==> config.mk <==
export PLATFORM = sky130hd
export DESIGN_NAME = drl_link
export DESIGN_NICKNAME = d
export VERILOG_FILES = /design/src/core/drl_pkg.sv /design/src/core/drl_link.sv /design/src/core/drl_nco.sv /design/src/core/drl_timer.sv
export SDC_FILE = /design/constraint.sdc
export NUM_CORES = 1
export LEC_CHECK = 0
export ABC_AREA = 1
export BUFFER_PORTS_ARGS = -buffer_cell sky130_fd_sc_hd__buf_2
export CORE_MARGIN = 2
export CORE_UTILIZATION = 50
export DETAILED_ROUTE_END_ITERATION = 6
export GPL_ROUTABILITY_DRIVEN = 0
export PLACE_DENSITY_LB_ADDON = 0.08
export SYNTH_ARGS = -nofsm -noshare
export SYNTH_HDL_FRONTEND = slang
export SYNTH_HIERARCHICAL = 1
export SYNTH_SLANG_ARGS = --single-unit
==> constraint.sdc <==
create_clock -name mclk -period 2.26 [get_ports mclk]
set_input_delay 0.226 -clock mclk [delete_from_list [all_inputs] [get_ports mclk]]
set_output_delay 0.226 -clock mclk [all_outputs]
set_load 0.03 [all_outputs]
==> src/core/drl_pkg.sv <==
// drl_pkg: constants shared by the drive-side data link block.
// assumes a single 50 MHz system clock and synchronous pin inputs.
package drl_pkg;

  // ------------------------------------------------------------------
  // clocking and timing
  // ------------------------------------------------------------------
  localparam longint CLK_HZ = 50_000_000;
  localparam longint CLK_PERIOD_PS = 20_000;
  localparam longint SERVO_HZ = 7_970_000;
  // phase increment of a 32-bit accumulator, servo rate over system rate
  localparam logic [31:0] SERVO_INC = 32'((SERVO_HZ * (64'h1 << 32)) / CLK_HZ);
  localparam logic [31:0] PHASE_MID = 32'h8000_0000;
  // read clock phase sync deadline after read gate rises (longest: round down)
  localparam longint RD_LOCK_NS = 7_000;
  localparam logic [11:0] RD_LOCK_CYC = 12'((RD_LOCK_NS * 1000) / CLK_PERIOD_PS);
  // seek end cleared this long after tag 1 or servo offset (least: round up)
  localparam longint SEEK_HOLD_NS = 30_000;
  localparam logic [11:0] SEEK_HOLD_CYC =
    12'((SEEK_HOLD_NS * 1000 + CLK_PERIOD_PS - 1) / CLK_PERIOD_PS);

  // ------------------------------------------------------------------
  // register map (byte addresses, one word each)
  // ------------------------------------------------------------------
  localparam logic [3:0] ADDR_CTRL = 4'h0;
  localparam logic [3:0] ADDR_STATUS = 4'h4;
  localparam logic [3:0] ADDR_FAULT = 4'h8;
  localparam logic [7:0] CTRL_RST = 8'h00;
  // ctrl fields
  localparam int CTRL_UNIT_LSB = 0;
  localparam int CTRL_PROT_LSB = 4;
  // status fields
  localparam int ST_SEL = 0;
  localparam int ST_FAULT = 1;
  localparam int ST_SEEK_END = 2;
  localparam int ST_WPROT = 3;
  localparam int ST_RD_LOCK = 4;
  localparam int ST_WR_EN = 5;
  localparam int ST_HOLD = 6;
  // fault source fields
  localparam int FS_PROT = 0;
  localparam int FS_EXT = 1;

  // write protect mode
  typedef enum logic [1:0] {
    PROT_NONE  = 2'b00,
    PROT_HEAD0 = 2'b01,
    PROT_FIXED = 2'b10,
    PROT_ALL   = 2'b11
  } drl_prot_type;

endpackage : drl_pkg

==> src/core/drl_link.sv <==
// drl_link: drive-side status, clocking and serial data link.
// assumes all pins synchronous to mclk; wishbone classic slave on mclk.
`timescale 1ns/100ps
module drl_link (
  input wire logic mclk, // system clock, 50 MHz
  input wire logic sys_rst, // synchronous reset, high
  // wishbone classic slave
  input wire logic wb_cyc_i, // bus cycle
  input wire logic wb_stb_i, // strobe
  input wire logic wb_we_i, // write enable
  input wire logic [3:0] wb_adr_i, // byte address
  input wire logic [3:0] wb_sel_i, // byte lanes
  input wire logic [31:0] wb_dat_i, // write data
  output logic [31:0] wb_dat_o, // read data
  output logic wb_ack_o, // acknowledge
  // servo track side
  input wire logic servo_tribit, // one pulse per servo tribit
  input wire logic servo_sector, // sector mark from servo track
  input wire logic servo_index, // index from servo track
  input wire logic on_cyl, // positioner on cylinder
  input wire logic seek_err, // seek error latched
  input wire logic ext_fault, // other fault conditions
  // addressing from tag decode
  input wire logic cyl_strobe, // cylinder address tag
  input wire logic offset_req, // servo offset plus or minus
  input wire logic head0_sel, // moving head zero addressed
  input wire logic fixed_sel, // fixed head track addressed
  input wire logic unit_tag, // unit select tag
  input wire logic [3:0] unit_lines, // unit number lines
  input wire logic write_gate, // write gate control
  input wire logic read_gate, // read gate control
  input wire logic fault_clear, // fault clear pulse
  // serial data link
  input wire logic wr_clk_in, // write clock from controller
  input wire logic wr_data_in, // NRZ write data
  input wire logic medium_rd, // raw read bit from chain
  output logic servo_clk, // servo clock out
  output logic rd_clk, // read clock out
  output logic rd_data, // NRZ read data
  output logic medium_wr, // bit to write driver
  output logic medium_wr_en, // write driver enable
  // status to controller
  output logic wprot, // write protected
  output logic fault, // fault
  output logic busy, // dual port busy
  output logic seek_end, // seek end
  output logic unit_sel, // unit selected
  output logic sector, // sector mark
  output logic index // index mark
);

  // ------------------------------------------------------------------
  // register file
  // ------------------------------------------------------------------
  logic [7:0] ctrl_r;
  logic [31:0] rdat_nxt;
  logic ack_r;
  logic fault_r;
  logic [1:0] fsrc_r;
  logic sel_r;
  logic rd_locked_r;
  logic wr_ok;
  logic hold_busy;
  logic prot_hit;
  logic [3:0] unit_num;
  drl_pkg::drl_prot_type prot_mode;

  assign unit_num = ctrl_r[drl_pkg::CTRL_UNIT_LSB +: 4];
  assign prot_mode = drl_pkg::drl_prot_type'(ctrl_r[drl_pkg::CTRL_PROT_LSB +: 2]);

  // one ack per request, dropped the cycle after
  always_ff @(posedge mclk) begin
    if (sys_rst) begin
      ack_r <= 1'b0;
    end else begin
      ack_r <= wb_cyc_i & wb_stb_i & ~ack_r;
    end
  end

  // control register write, low byte lane only
  always_ff @(posedge mclk) begin
    if (sys_rst) begin
      ctrl_r <= drl_pkg::CTRL_RST;
    end else if (wb_cyc_i && wb_stb_i && wb_we_i && !ack_r &&
                 wb_adr_i == drl_pkg::ADDR_CTRL && wb_sel_i[0]) begin
      ctrl_r <= wb_dat_i[7:0];
    end
  end

  // read mux, unmapped reads zero
  always_comb begin
    rdat_nxt = 32'h0000_0000;
    case (wb_adr_i)
      drl_pkg::ADDR_CTRL: begin
        rdat_nxt[7:0] = ctrl_r;
      end
      drl_pkg::ADDR_STATUS: begin
        rdat_nxt[drl_pkg::ST_SEL] = sel_r;
        rdat_nxt[drl_pkg::ST_FAULT] = fault_r;
        rdat_nxt[drl_pkg::ST_SEEK_END] = seek_end;
        rdat_nxt[drl_pkg::ST_WPROT] = wprot;
        rdat_nxt[drl_pkg::ST_RD_LOCK] = rd_locked_r;
        rdat_nxt[drl_pkg::ST_WR_EN] = medium_wr_en;
        rdat_nxt[drl_pkg::ST_HOLD] = hold_busy;
      end
      drl_pkg::ADDR_FAULT: begin
        rdat_nxt[1:0] = fsrc_r;
      end
      default: begin
        rdat_nxt = 32'h0000_0000;
      end
    endcase
  end

  // read data register
  always_ff @(posedge mclk) begin
    if (sys_rst) begin
      wb_dat_o <= 32'h0000_0000;
    end else if (wb_cyc_i && wb_stb_i && !wb_we_i && !ack_r) begin
      wb_dat_o <= rdat_nxt;
    end
  end

  assign wb_ack_o = ack_r;

  // ------------------------------------------------------------------
  // unit selection and write protect
  // ------------------------------------------------------------------
  logic unit_tag_d;

  // latch compare on unit tag leading edge
  always_ff @(posedge mclk) begin
    if (sys_rst) begin
      unit_tag_d <= 1'b0;
      sel_r <= 1'b0;
    end else begin
      unit_tag_d <= unit_tag;
      if (unit_tag && !unit_tag_d) begin
        sel_r <= (unit_lines == unit_num);
      end
    end
  end

  // protected region decode
  always_comb begin
    case (prot_mode)
      drl_pkg::PROT_HEAD0: prot_hit = head0_sel & ~fixed_sel;
      drl_pkg::PROT_FIXED: prot_hit = fixed_sel;
      drl_pkg::PROT_ALL: prot_hit = 1'b1;
      default: prot_hit = 1'b0;
    endcase
  end

  // ------------------------------------------------------------------
  // fault latch
  // ------------------------------------------------------------------
  logic prot_viol;
  logic fault_cause;

  assign prot_viol = sel_r & prot_hit & write_gate;
  assign fault_cause = prot_viol | ext_fault;

  // set wins over clear; clear needs cause gone
  always_ff @(posedge mclk) begin
    if (sys_rst) begin
      fault_r <= 1'b0;
      fsrc_r <= 2'b00;
    end else if (fault_cause) begin
      fault_r <= 1'b1;
      fsrc_r[drl_pkg::FS_PROT] <= fsrc_r[drl_pkg::FS_PROT] | prot_viol;
      fsrc_r[drl_pkg::FS_EXT] <= fsrc_r[drl_pkg::FS_EXT] | ext_fault;
    end else if (fault_clear) begin
      fault_r <= 1'b0;
      fsrc_r <= 2'b00;
    end
  end

  // ------------------------------------------------------------------
  // seek end
  // ------------------------------------------------------------------
  logic cyl_strobe_d;
  logic offset_d;
  logic hold_start;

  // edges of tag 1 and offset request
  always_ff @(posedge mclk) begin
    if (sys_rst) begin
      cyl_strobe_d <= 1'b0;
      offset_d <= 1'b0;
    end else begin
      cyl_strobe_d <= cyl_strobe;
      offset_d <= offset_req;
    end
  end

  assign hold_start = (cyl_strobe & ~cyl_strobe_d) | (offset_req & ~offset_d);

  // minimum clear time after tag 1 or offset
  drl_timer u_hold (
    .mclk(mclk),
    .sys_rst(sys_rst),
    .start(hold_start),
    .load(drl_pkg::SEEK_HOLD_CYC),
    .busy(hold_busy)
  );

  // ------------------------------------------------------------------
  // clocks
  // ------------------------------------------------------------------
  logic tribit_d;
  logic servo_clk_w;
  logic rd_clk_w;
  logic rd_rise;
  logic wr_clk_w;
  logic wr_rise;
  logic rd_gate_d;
  logic medium_rd_d;
  logic wr_clk_d;
  logic rd_resync;
  logic [11:0] lock_cnt_r;

  // tribit edge detector
  always_ff @(posedge mclk) begin
    if (sys_rst) begin
      tribit_d <= 1'b0;
    end else begin
      tribit_d <= servo_tribit;
    end
  end

  // servo clock locked to tribits, free running
  drl_nco u_servo (
    .mclk(mclk),
    .sys_rst(sys_rst),
    .inc(drl_pkg::SERVO_INC),
    .resync(servo_tribit & ~tribit_d),
    .clk_out(servo_clk_w),
    .rise()
  );

  // read edge and gate edge history
  always_ff @(posedge mclk) begin
    if (sys_rst) begin
      rd_gate_d <= 1'b0;
      medium_rd_d <= 1'b0;
      wr_clk_d <= 1'b0;
    end else begin
      rd_gate_d <= read_gate;
      medium_rd_d <= medium_rd;
      wr_clk_d <= wr_clk_in;
    end
  end

  // realign on gate rise and on data transitions while gated
  assign rd_resync = (read_gate & ~rd_gate_d) | (read_gate & (medium_rd ^ medium_rd_d));

  // read clock runs continuously
  drl_nco u_read (
    .mclk(mclk),
    .sys_rst(sys_rst),
    .inc(drl_pkg::SERVO_INC),
    .resync(rd_resync),
    .clk_out(rd_clk_w),
    .rise(rd_rise)
  );

  // lock window count after read gate rises
  always_ff @(posedge mclk) begin
    if (sys_rst) begin
      lock_cnt_r <= 12'h000;
      rd_locked_r <= 1'b0;
    end else if (!read_gate || !rd_gate_d) begin
      lock_cnt_r <= 12'h000;
      rd_locked_r <= 1'b0;
    end else if (lock_cnt_r == drl_pkg::RD_LOCK_CYC - 12'h001) begin
      rd_locked_r <= 1'b1;
    end else begin
      lock_cnt_r <= lock_cnt_r + 12'h001;
    end
  end

  // write clock relocked on controller clock edges
  drl_nco u_write (
    .mclk(mclk),
    .sys_rst(sys_rst),
    .inc(drl_pkg::SERVO_INC),
    .resync(wr_clk_in & ~wr_clk_d),
    .clk_out(wr_clk_w),
    .rise(wr_rise)
  );

  // ------------------------------------------------------------------
  // data paths
  // ------------------------------------------------------------------
  // write allowed only when selected, clean and on cylinder
  assign wr_ok = write_gate & sel_r & ~fault_r & ~fault_cause & on_cyl & ~seek_err;

  // nrz write bit retimed by relocked write clock
  always_ff @(posedge mclk) begin
    if (sys_rst) begin
      medium_wr <= 1'b0;
      medium_wr_en <= 1'b0;
    end else begin
      medium_wr_en <= wr_ok;
      if (wr_rise) begin
        medium_wr <= wr_data_in & wr_ok;
      end
    end
  end

  // nrz read bit at read clock rise, held low until locked
  always_ff @(posedge mclk) begin
    if (sys_rst) begin
      rd_data <= 1'b0;
    end else if (rd_rise) begin
      rd_data <= medium_rd & rd_locked_r & sel_r;
    end
  end

  // ------------------------------------------------------------------
  // status outputs
  // ------------------------------------------------------------------
  always_ff @(posedge mclk) begin
    if (sys_rst) begin
      servo_clk <= 1'b0;
      rd_clk <= 1'b0;
      wprot <= 1'b0;
      fault <= 1'b0;
      busy <= 1'b0;
      seek_end <= 1'b0;
      unit_sel <= 1'b0;
      sector <= 1'b0;
      index <= 1'b0;
    end else begin
      servo_clk <= servo_clk_w;
      rd_clk <= rd_clk_w;
      wprot <= sel_r & prot_hit;
      fault <= fault_r;
      busy <= 1'b0;
      seek_end <= (on_cyl | seek_err) & ~hold_busy;
      unit_sel <= sel_r;
      sector <= servo_sector;
      index <= servo_index;
    end
  end

endmodule : drl_link

==> src/core/drl_nco.sv <==
// drl_nco: phase accumulator clock with phase realignment.
// assumes resync is a one-cycle pulse from the caller's edge detector.
`timescale 1ns/100ps
module drl_nco (
  input wire logic mclk, // system clock
  input wire logic sys_rst, // synchronous reset, high
  input wire logic [31:0] inc, // phase step per cycle
  input wire logic resync, // realign phase to mid-cell
  output logic clk_out, // recovered clock level
  output logic rise // one-cycle pulse at clock rise
);

  logic [31:0] acc_r;
  logic [31:0] acc_nxt;

  // advance or realign the phase
  always_comb begin
    acc_nxt = resync ? drl_pkg::PHASE_MID : acc_r + inc;
  end

  // phase register
  always_ff @(posedge mclk) begin
    if (sys_rst) begin
      acc_r <= 32'h0000_0000;
    end else begin
      acc_r <= acc_nxt;
    end
  end

  // clock level and rising edge marker
  always_ff @(posedge mclk) begin
    if (sys_rst) begin
      clk_out <= 1'b0;
      rise <= 1'b0;
    end else begin
      clk_out <= acc_nxt[31];
      rise <= acc_nxt[31] & ~clk_out;
    end
  end

endmodule : drl_nco

==> src/core/drl_timer.sv <==
// drl_timer: down counter, reloads on start, busy while non-zero.
// assumes load value is at least one cycle.
`timescale 1ns/100ps
module drl_timer (
  input wire logic mclk, // system clock
  input wire logic sys_rst, // synchronous reset, high
  input wire logic start, // restart count
  input wire logic [11:0] load, // count in cycles
  output logic busy // high while counting
);

  logic [11:0] cnt_r;

  // count down to zero, restart wins
  always_ff @(posedge mclk) begin
    if (sys_rst) begin
      cnt_r <= 12'h000;
    end else if (start) begin
      cnt_r <= load;
    end else if (cnt_r != 12'h000) begin
      cnt_r <= cnt_r - 12'h001;
    end
  end

  assign busy = (cnt_r != 12'h000);

endmodule : drl_timer

* Word-level counts from Yosys, hierarchy flattened
Cells that the tools add are included.
Word-level totals: word-level logic and storage cells 126, output and inout port bits 45, flip-flop bits (word level) 162, bits of input ports 66
Cells by class: add/sub/neg operators 5, multiplexer cells 13, reductions and logical operators 23, bitwise operators 42, eq/ne operators 7
Operator list (number):
- $add 32x30->32 const B | 3
- $mux 32 | 3
- $and 1x1->1 | 22
- $mux 11 | 2
- $not 1->1 | 13
- $add 12x1->12 const B | 1
- $eq 12x9->1 const B | 1
- $reduce_bool 12->1 | 1
- $sub 12x1->12 const B | 1
- $pmux 5 s2 | 1
- $reduce_or 2->1 | 5
- $logic_and 1x1->1 | 8
- $or 1x1->1 | 6
- $pmux 2 s3 | 1
- $logic_not 1->1 | 5
- $eq 2x2->1 const B | 2
- $eq 4x3->1 const B | 1
- $eq 4x4->1 | 1
- $eq 4x4->1 const B | 1
- $logic_not 4->1 | 1
- $mux 2 | 2
- $reduce_bool 2->1 | 2
- $mux 1 | 3
- $pmux 1 s3 | 1
- 3 further kinds | 3

* Logic depth before layout (Yosys ltp)
Gate-level depths: netlist of the first run.
word-level depth 11, mapped depth 13, depth with buffers taken out 13

* By module
Netlist of the first run, hierarchy kept.
By module, submodules not included:
- drl_nco (u_read ...) | times used 2, sequential area each 660.6 um2, area an instance 2826.5 um2, cells an instance 456
- drl_nco (u_write) | times used 1, sequential area each 660.6 um2, area an instance 2929.1 um2, cells an instance 455
- drl_link | times used 1, sequential area each 1041.0 um2, area an instance 2434.8 um2, cells an instance 328
- drl_timer | times used 1, sequential area each 240.2 um2, area an instance 802.0 um2, cells an instance 126

* Worst setup path before layout of the first run
No wires, ideal clock.
path kind register to register, start point register u_read.acc_r[1], end point register u_read.acc_r[30], slack 588 ps, setup time 115 ps, buffers on the path 0, data arrival time 1557 ps, period minus slack after synthesis 1672 ps, cell stages (with the launch flop) 11, data required time 2145 ps, path through dfxtp_1 > inv_1 > fa_1 > o21ai_2 > nand2_1 > nand2_2 > nand2_1 > nand2_2 > nand3_2 > a21oi_1 > nor2_1
On the way: word-level cells in the longest chain between the ends 1
Ends and longest elaborated chain:
- start: declaration | line drl_nco.sv:13 | logic [31:0] acc_r;
- start signal: assignment | line drl_nco.sv:26 | acc_r <= acc_nxt;
- $add 32x30->32 | line drl_nco.sv:18 | acc_nxt = resync ? drl_pkg::PHASE_MID : acc_r + inc;
No other way between the ends. A chain may end at the register's enable or synchronous reset.

* Worst setup path in the final report of the first run
start point register u_write.acc_r[5], end point register u_write.acc_r[19]
On the way: word-level cells in the longest chain between the ends 1
Ends and longest elaborated chain (line):
- start: declaration | drl_nco.sv:13
- start signal: assignment | drl_nco.sv:26
- $add 32x30->32 | drl_nco.sv:18
No other way between the ends.

==> results.py, run 1 <==
metrics = {
    "synth": {
        "yosysWarnings": 6,
        "synth.cell_area_um2": 11800,
        "syn_inst": 1819,
        "syn_avg_cell_area_um2": 6.48,
    },
    "routing": {
        "drc": 0,
        "dr.pass1.iters": 7,
        "wire_per_inst_um": 11.7,
        "ant_nets": 0,
        "avgViaCountPerCell": 4.84,
        "vias": 11285,
        "routed_wl_mm": 27.3,
        "drt_iter0_drc": 618,
    },
    "finish": {
        "stdcell_area_um2": 13400,
        "nFillCells": 2405,
        "regArea_um2": 3240,
        "multi_input_comb_area_um2": 7820,
        "final_layout_size_suffix_gt1_share_pct": 11.1,
        "syn_to_final_growth_pct": 13.9,
        "final_common_cell": "nand2_1",
        "final_cell_mix": "nand2_1, nor2_1, inv_1",
        "antenna_cells": 0,
        "nNetsFinal": 2167,
    },
    "clocking": {
        "cts_tree": "built",
        "cts_root_buffer": "clkbuf_16",
        "cts.sinks": 162,
        "cts_buffer_depth": 2,
        "cts_htree_levels": 4,
        "ctsResizeCount": 0,
        "clock_latency_ns": 0.44,
        "cts_made_buffers": 17,
        "clk_pin_slew_ns": 0.07,
    },
    "floorplan": {
        "dieArea_um2": 24800,
        "rows": 56,
        "die_w_um": 158,
        "coreArea_um2": 23300,
        "die_h_um": 158,
        "top_level_ports": 111,
        "initial_utilization_pct": 50.5,
    },
    "timing": {
        "rsz0062_at_grt": "no",
        "setup_tns_ns": 0,
        "setup_viol": 0,
        "fmax_mhz": 531,
        "max_slew_margin_pct": 57.1,
        "finalHoldViolCount": 0,
        "min_period_ns": 1.88,
        "period_share_pct": 83.3,
        "clock_skew_ns": 0.0125,
        "maxSlewViolCount": 0,
        "tightestPinTransition_ns": 0.642,
    },
    "worst_setup_path": {
        "crit_type": "reg2reg",
        "crit_fanout": 5,
        "regToRegSetupSlack_ns": 0.38,
        "critPathRequiredTime_ns": 2.59,
        "end_kind": "flop",
        "crit_path_start_kind": "flop",
        "crit_arrival_ns": 2.21,
    },
    "place": {
        "io_buffers": 58,
        "postPlaceCellArea_um2": 12800,
        "dp.final_hpwl_mm": 21.6,
    },
    "min_path": {
        "hold_path_class": "in2reg",
    },
    "status": {
        "outcome": "finished clean",
    },
    "power": {
        "power.density_nw_per_um2": 667,
        "p_leak_uw": 0.00685,
        "vdd_drop_max_mv": 0.395,
    },
    "grt": {
        "grt_max_degree": 28,
        "grt.overflow.total": 0,
        "antenna_found_initial": 0,
        "grt_pass1_wl_mm": 45.5,
        "track_usage_pct": 22.3,
        "grt_pass1_vias": 10313,
    },
    "flow_run": {
        "drv_cap": 0,
    },
}
metrics by stage:
| step | hold slack (ns) | std cells | power (uW) | setup WS (ns) | util [%] |
|---|---|---|---|---|---|
| 3_3_place_gp | 0.418 | 2296 | 5880 | 0.409 | 54.8 |
| 2_1_floorplan | 0.296 | 1953 | 5400 | 0.588 | - |
| 5_1_grt | 0.0214 | 2333 | 9560 | 0.159 | 57.6 |
| 3_5_place_dp | 0.421 | 2296 | 5930 | 0.379 | 54.8 |
| 4_1_cts | 0.00379 | 2333 | 8990 | 0.370 | 57.6 |
| 6_report | 0.0151 | 2333 | 8950 | 0.377 | 57.6 |
repair_timing:
action,4_1_cts,5_1_grt
hold buffers,5,0
endpoints found under the hold margin,5,0
setup buffers,0,0
worst max-delay path: stages, from the launching register on:
cell and delay (ns):
dfxtp_1 0.30, ha_1 0.35, nand2_2 0.12, nor2_1 0.11, nand3_1 0.10, nand2_2 0.14
a21oi_1 0.10, o21ai_0 0.38, nand2_1 0.09, nand2_1 0.07, nor2_1 0.03
metal layers:
layer	GRT usage (%)	up-vias	part of all wire (%)
li1	-	6084	-
met1	29.8	4950	50
met2	37.4	222	45
met3	3.20	29	4.1
met4	6.45	0	1.4
met5	0	-	0
sequential cells by signal, indices dropped and copies added (netlist names), 2 cells and up:
signal and count:
u_servo/acc_r 32, u_write/acc_r 32, lock_cnt_r 12, ctrl_r 8
u_read/acc_r 32, wb_dat_o 8, u_hold/cnt_r 12, fsrc_r 2
worst paths after layout:
kind               startpoint                end  cells after the start
max          u_write/acc_r[5]  u_write/acc_r[19]                     10
min              servo_tribit           tribit_d                      3
min reg2reg      u_write/rise          medium_wr                      1
max reg2reg  u_write/acc_r[5]  u_write/acc_r[19]                     10
cell type report:
cell class	count	share of cell area [%]
tap	319	2.97
sequential	162	24.1
clock buffer	19	3.37
multi-input combinational	1497	58.2
inverter	253	7.11
timing repair buffer	70	3.02
clock inverter	13	1.14
report_power, final:
group	internal (uW)	switching (uW)
Clock	1640	1380
Sequential	3100	92.3
Combinational	918	1820
Total	5660	3300
No activity file was read; power rests on OpenSTA's default activity.
==> run 2: changes to the inputs <==
--- a/config.mk
+++ b/config.mk
@@ -5,7 +5,7 @@
 export SDC_FILE = /design/constraint.sdc
 export NUM_CORES = 1
 export LEC_CHECK = 0
-export ABC_AREA = 1
+export ABC_AREA = 0
 export BUFFER_PORTS_ARGS = -buffer_cell sky130_fd_sc_hd__buf_2
 export CORE_MARGIN = 2
 export CORE_UTILIZATION = 50
==> constraint.sdc (replaced) <==
create_clock -name mclk -period 1.9 [get_ports mclk]
set_input_delay 0.19 -clock mclk [delete_from_list [all_inputs] [get_ports mclk]]
set_output_delay 0.19 -clock mclk [all_outputs]
set_load 0.03 [all_outputs]
==> run 2 against run 1 <==
  * The run now ends with negative setup slack left
  * Combinational power rose by 100%
  * Sequential power is 24% higher
  * Final cell count shrank 16%
  * Synthesized cell count is 30% lower
  * Total power rose by 45%
  * Core utilization rose by 15 points
  * Largest cell class unchanged
==> results.py, run 2 <==
metrics = {
    "synth": {
        "syn_inst": 1265,
        "synth.cell_area_um2": 10600,
        "syn_avg_cell_area_um2": 8.39,
        "yosysWarnings": 6,
    },
    "worst_setup_path": {
        "crit_path_max_incr_delay_ns": 0.42,
        "crit_path_start_kind": "flop",
        "regToRegSetupSlack_ns": -0.48,
        "critPathTopFamily": "compound AO/OA/AOI/OAI gates",
        "reg2regPathDepth": 8,
        "cp_num_buf_inv": 0,
        "r2r_end": "u_write/acc_r[28]",
        "crit_fanout": 2,
        "end_kind": "flop",
        "cpMaxStageDelayCell": "a221o_1",
        "critPathRequiredTime_ns": 2.22,
        "crit_type": "reg2reg",
        "crit_arrival_ns": 2.70,
        "r2r-start": "u_write/acc_r[6]",
        "cp_cell_sequence": "ha_4 -> and4_4 -> a221o_1 -> a211oi_4 -> nor3_2 -> o21a_1 -> a311oi_2 -> mux2_1",
    },
    "finish": {
        "nNetsFinal": 1840,
        "multi_input_comb_area_um2": 8630,
        "largestRegisters": "u_read/acc_r: 32 flops, u_servo/acc_r: 32 flops, u_write/acc_r: 32 flops",
        "final_layout_size_suffix_gt1_share_pct": 33.4,
        "fin_util_pct": 72.8,
        "nFillCells": 1637,
        "final_common_cell": "buf_4",
        "syn_to_final_growth_pct": 43.7,
        "regArea_um2": 3270,
        "antenna_cells": 0,
        "final_cell_mix": "buf_4, nor2_1, conb_1, dfxtp_1, nand2_1",
    },
    "floorplan": {
        "coreArea_um2": 21000,
        "initial_utilization_pct": 50.6,
        "die_w_um": 150,
        "rows": 53,
        "dieArea_um2": 22400,
        "die_h_um": 150,
        "top_level_ports": 111,
    },
    "clocking": {
        "cts.sinks": 162,
        "cts_buffer_depth": 2,
        "cts_made_buffers": 17,
        "cts_htree_levels": 4,
        "cts_root_buffer": "clkbuf_16",
        "clk_pin_slew_ns": 0.08,
        "cts_tree": "built",
        "clock_latency_ns": 0.44,
    },
    "timing": {
        "period_share_pct": 125,
        "hold_ws_ns": 0.0205,
        "max_slew_margin_pct": 66.1,
        "maxSlewViolCount": 0,
        "rsz0062_at_grt": "yes",
        "finalHoldViolCount": 0,
        "finalWorstSetupSlack_ns": -0.478,
        "clock_skew_ns": 0.0139,
        "setup_viol": 57,
        "tightestPinTransition_ns": 0.507,
        "setup_tns_ns": -11.37,
        "min_period_ns": 2.38,
        "fmax_mhz": 421,
    },
    "flow_run": {
        "drv_cap": 0,
    },
    "grt": {
        "grt_pass1_vias": 10005,
        "grt_pass1_wl_mm": 44.8,
        "grt.overflow.total": 0,
        "antenna_found_initial": 0,
        "grt_max_degree": 21,
        "track_usage_pct": 24.1,
    },
    "routing": {
        "dr.pass1.iters": 5,
        "routed_wl_mm": 27.0,
        "wire_per_inst_um": 13.8,
        "vias": 10156,
        "drt_iter0_drc": 565,
        "drc": 0,
        "avgViaCountPerCell": 5.18,
        "ant_nets": 0,
    },
    "status": {
        "violations": "negative setup slack",
        "outcome": "finished, violations left",
    },
    "min_path": {
        "hold_start": "wb_dat_i[4]",
        "hold_path_class": "in2reg",
        "min_to": "ctrl_r[4]",
        "hold_depth": 3,
    },
    "power": {
        "power.density_nw_per_um2": 851,
        "p_total_uw": 13000,
        "p_leak_uw": 0.00685,
        "vdd_drop_max_mv": 0.612,
    },
    "place": {
        "io_buffers": 58,
        "dp.final_hpwl_mm": 19.3,
        "dp_slack_ns": -0.508,
    },
}
==> run 2: cell count changes in the layout (fill, tap and decap cells not counted), moves of 37 or more <==
cell / before / now
a21oi_1: 194 / 65
buf_4: 6 / 217
inv_1: 239 / 30
nand2_1: 418 / 92
nand3_1: 70 / 25
nor2_1: 255 / 164
o21ai_0: 87 / 29
xor2_1: 8 / 45
==> run 2: timing repair <==
item,4_1_cts,5_1_grt
buffers inserted,25,20
hold buffers,15,0
setup endpoints to repair,59,64
pin swaps,89,72
gates resized for setup,102,57
endpoints found under the hold margin,15,0
==> run 2: metrics by stage <==
step	instances	area (um2)
2_1_floorplan	1402	11800
3_5_place_dp	1882	13600
3_3_place_gp	1882	13600
5_1_grt	1962	15200
4_1_cts	1950	14900
6_report	1962	15200
==> run 2: worst reg2reg max path: cells and delay by family, from the launching register on <==
kind / cells / cell delay (ns)
adders and majority gates: 1 / 0.21
DFF: 1 / 0.33
and+or+nand+nor: 2 / 0.27
muxes: 1 / 0.33
AOI/OAI and AO/OA: 4 / 1.12
==> run 2: worst max path at each step <==
stage,start,endpoint,cells past startpoint,slack (ns)
global route,u_write/acc_r[6],u_write/acc_r[28],8,-0.55
global placement,u_write/acc_r[6],u_write/acc_r[28],8,-0.51
CTS,u_write/acc_r[6],u_write/acc_r[28],8,-0.43
detailed placement,u_write/acc_r[6],u_write/acc_r[28],8,-0.51
finish,u_write/acc_r[6],u_write/acc_r[28],8,-0.48
floorplan,u_write/acc_r[6],u_write/acc_r[28],8,-0.45
==> run 2: routing by layer <==
| layer | global-route usage, % | vias up | part of all wire (%) |
|---|---|---|---|
| met5 | 0 | - | 0 |
| met4 | 6.60 | 0 | 1.6 |
| met3 | 3.57 | 37 | 3.0 |
| met2 | 42.7 | 187 | 50 |
| met1 | 30.4 | 4740 | 46 |
| li1 | - | 5192 | - |
==> run 2: layout make-up <==
type | count | share of cell area, %
clock inverter | 15 | 1.07
clock buffer | 17 | 2.79
multi-input combinational | 1151 | 56.6
tap | 275 | 2.26
sequential | 162 | 21.5
inverter | 33 | 0.812
timing repair buffer | 309 | 15.0
==> run 2: report_power, final <==
part	internal, uW	total, uW	leakage (uW)	switching (uW)
clock network	1770	3480	0.000284	1710
registers	3770	3960	0.00134	190
logic	2750	5530	0.00522	2780
total	8290	13000	0.00685	4680
==> run 3: changes to the inputs <==
--- a/config.mk
+++ b/config.mk
@@ -6,6 +6,7 @@
 export NUM_CORES = 1
 export LEC_CHECK = 0
 export ABC_AREA = 0
+export ABC_CLOCK_PERIOD_IN_PS = 2400
 export BUFFER_PORTS_ARGS = -buffer_cell sky130_fd_sc_hd__buf_2
 export CORE_MARGIN = 2
 export CORE_UTILIZATION = 50
==> constraint.sdc (replaced) <==
create_clock -name mclk -period 2.4 [get_ports mclk]
set_input_delay 0.24 -clock mclk [delete_from_list [all_inputs] [get_ports mclk]]
set_output_delay 0.24 -clock mclk [all_outputs]
set_load 0.03 [all_outputs]
==> run 3 against run 2 <==
  * Combinational power is 42% lower
  * Sequential power decreased by 22%
  * Clock skew decreased by 0.0035 ns
  * Final area fell by 16%
  * The flow now finishes without violations
  * Sequential cell count unchanged
  * Clock power fell by 20%
  * Global-route usage shrank 2.9 points
  * Die area did not move
  * Routed wire length down 14%
==> results.py, run 3 (synthesized netlist as in run 2, its figures left out) <==
metrics = {
    "routing": {
        "avgViaCountPerCell": 5.21,
        "routed_wl_mm": 23.3,
        "ant_nets": 0,
        "drc": 0,
        "dr.pass1.iters": 5,
        "vias": 9282,
        "wire_per_inst_um": 13.1,
        "drt_iter0_drc": 406,
    },
    "worst_setup_path": {
        "regToRegSetupSlack_ns": 0.03,
        "cpMaxStageDelayCell": "a221o_1",
        "end_kind": "flop",
        "crit_path_end": "u_write/acc_r[28]",
        "cp_cell_sequence": "ha_4 -> and4_4 -> a221o_1 -> a211oi_2 -> nor3_2 -> o21a_1 -> a311oi_2 -> mux2_4",
        "crit_path_start_kind": "flop",
        "crit_path_max_incr_delay_ns": 0.35,
        "critPathRequiredTime_ns": 2.71,
        "crit_start": "u_write/acc_r[6]",
        "crit_type": "reg2reg",
        "r2r_end": "u_write/acc_r[28]",
        "r2r-start": "u_write/acc_r[6]",
        "crit_arrival_ns": 2.68,
        "reg2regPathDepth": 8,
        "crit_fanout": 2,
    },
    "finish": {
        "stdcell_area_um2": 12800,
        "final_layout_size_suffix_gt1_share_pct": 17.3,
        "nNetsFinal": 1660,
        "antenna_cells": 0,
        "final_common_cell": "nor2_1",
        "final_cell_mix": "nor2_1, dfxtp_1, conb_1",
        "largestRegisters": "u_read/acc_r: 32 flops, u_servo/acc_r: 32 flops, u_write/acc_r: 32 flops",
        "syn_to_final_growth_pct": 20.7,
    },
    "flow_run": {
        "drv_cap": 0,
    },
    "timing": {
        "finalHoldViolCount": 0,
        "maxSlewViolCount": 0,
        "max_slew_margin_pct": 62.9,
        "rsz0062_at_grt": "yes",
        "period_share_pct": 98.7,
        "tightestPinTransition_ns": 0.553,
        "clock_skew_ns": 0.0104,
        "min_period_ns": 2.37,
        "fmax_mhz": 422,
        "setup_viol": 0,
    },
    "clocking": {
        "clk_pin_slew_ns": 0.07,
        "cts_root_buffer": "clkbuf_16",
        "cts_htree_levels": 4,
        "cts_buffer_depth": 2,
        "clock_latency_ns": 0.43,
        "cts.sinks": 162,
        "cts_made_buffers": 17,
        "cts_tree": "built",
        "ctsHoldBuffers": 0,
    },
    "grt": {
        "grt_pass1_vias": 8667,
        "grt_max_degree": 21,
        "grt_pass1_wl_mm": 39.6,
        "grt.overflow.total": 0,
        "track_usage_pct": 21.1,
        "antenna_found_initial": 0,
    },
    "floorplan": {
        "coreArea_um2": 21000,
        "top_level_ports": 111,
        "die_w_um": 150,
        "initial_utilization_pct": 50.6,
        "die_h_um": 150,
        "dieArea_um2": 22400,
        "rows": 53,
    },
    "place": {
        "dp.final_hpwl_mm": 17.5,
        "io_buffers": 58,
        "postPlaceCellArea_um2": 11900,
    },
    "power": {
        "p_leak_uw": 0.00583,
        "power.density_nw_per_um2": 710,
        "p_total_uw": 9100,
        "vdd_drop_max_mv": 0.431,
    },
    "min_path": {
        "hold_path_class": "in2reg",
    },
    "status": {
        "outcome": "finished clean",
    },
}
==> run 3: cell types whose count changed in the layout (fill, tap and decap cells not counted), moves of 25 or more <==
cell     before  now
a21oi_1      65   91
buf_4       217   71
ha_4         33    8
ha_1         63   89
==> run 3: where the power goes <==
| part | switching (uW) | total, uW | internal, uW | leakage, uW |
|---|---|---|---|---|
| logic | 1810 | 3220 | 1420 | 0.00421 |
| clock network | 1280 | 2780 | 1500 | 0.000292 |
| registers | 119 | 3100 | 2980 | 0.00133 |
| total | 3200 | 9100 | 5900 | 0.00583 |
==> run 3: worst min path at each step <==
| stage | start | endpoint | slack, ns | depth (start not counted) |
|---|---|---|---|---|
| final | servo_index | index | 0.03 | 2 |
| after global routing | servo_sector | sector | 0.02 | 2 |
| after CTS | servo_index | index | 0.005 | 2 |
| after detailed placement | wb_dat_o[7] | wb_dat_o[7] | 0.45 | 2 |
| after global placement | medium_wr | medium_wr | 0.44 | 2 |
| after floorplan | sys_rst | u_write/acc_r[31] | 0.31 | 1 |
==> run 3: critical path, delay by kind of cell (launching register included) <==
family | cells | cell delay [ns]
AND/OR/NAND/NOR | 2 | 0.28
multiplexers | 1 | 0.32
AO/OA/AOI/OAI | 4 | 1.12
adder cells (fa/ha/maj) | 1 | 0.21
flip-flops | 1 | 0.33
==> run 3: timing repair <==
item	in CTS	in global routing
setup buffers	8	6
gates resized for setup	6	34
gates cloned	0	0
setup endpoints to repair	9	36
pin swaps	8	22
==> run 3: per-stage QoR <==
step | TNS (ns) | cells | util (%) | hold slack (ns) | worst slack (ns)
5_1_grt | -0.159 | 1782 | 61.1 | 0.0210 | -0.0442
4_1_cts | -0.00665 | 1776 | 60.1 | 0.00465 | -0.00665
2_1_floorplan | 0 | 1402 | - | 0.309 | 0.00831
3_3_place_gp | -0.0221 | 1736 | 56.8 | 0.438 | -0.0221
6_report | 0 | 1782 | 61.1 | 0.0270 | 0.0315
3_5_place_dp | -0.114 | 1736 | 56.8 | 0.446 | -0.0673
==> run 3: cell type report <==
type,instances,area [um2]
Fill cell,1923,8150
Clock inverter,15,180
Tap cell,275,344
Multi-Input combinational cell,1151,7660
Clock buffer,17,425
Inverter,33,124
Sequential cell,162,3250
Timing Repair Buffer,129,823
==> run 3: layer usage <==
layer / global-route usage, % / routed length (um) / share of wire, %
met1: 28.5 / 11400 / 49
met2: 35.3 / 10800 / 46
met3: 3.66 / 800 / 3.4
met4: 5.05 / 244 / 1.0
met5: 0 / 0 / 0
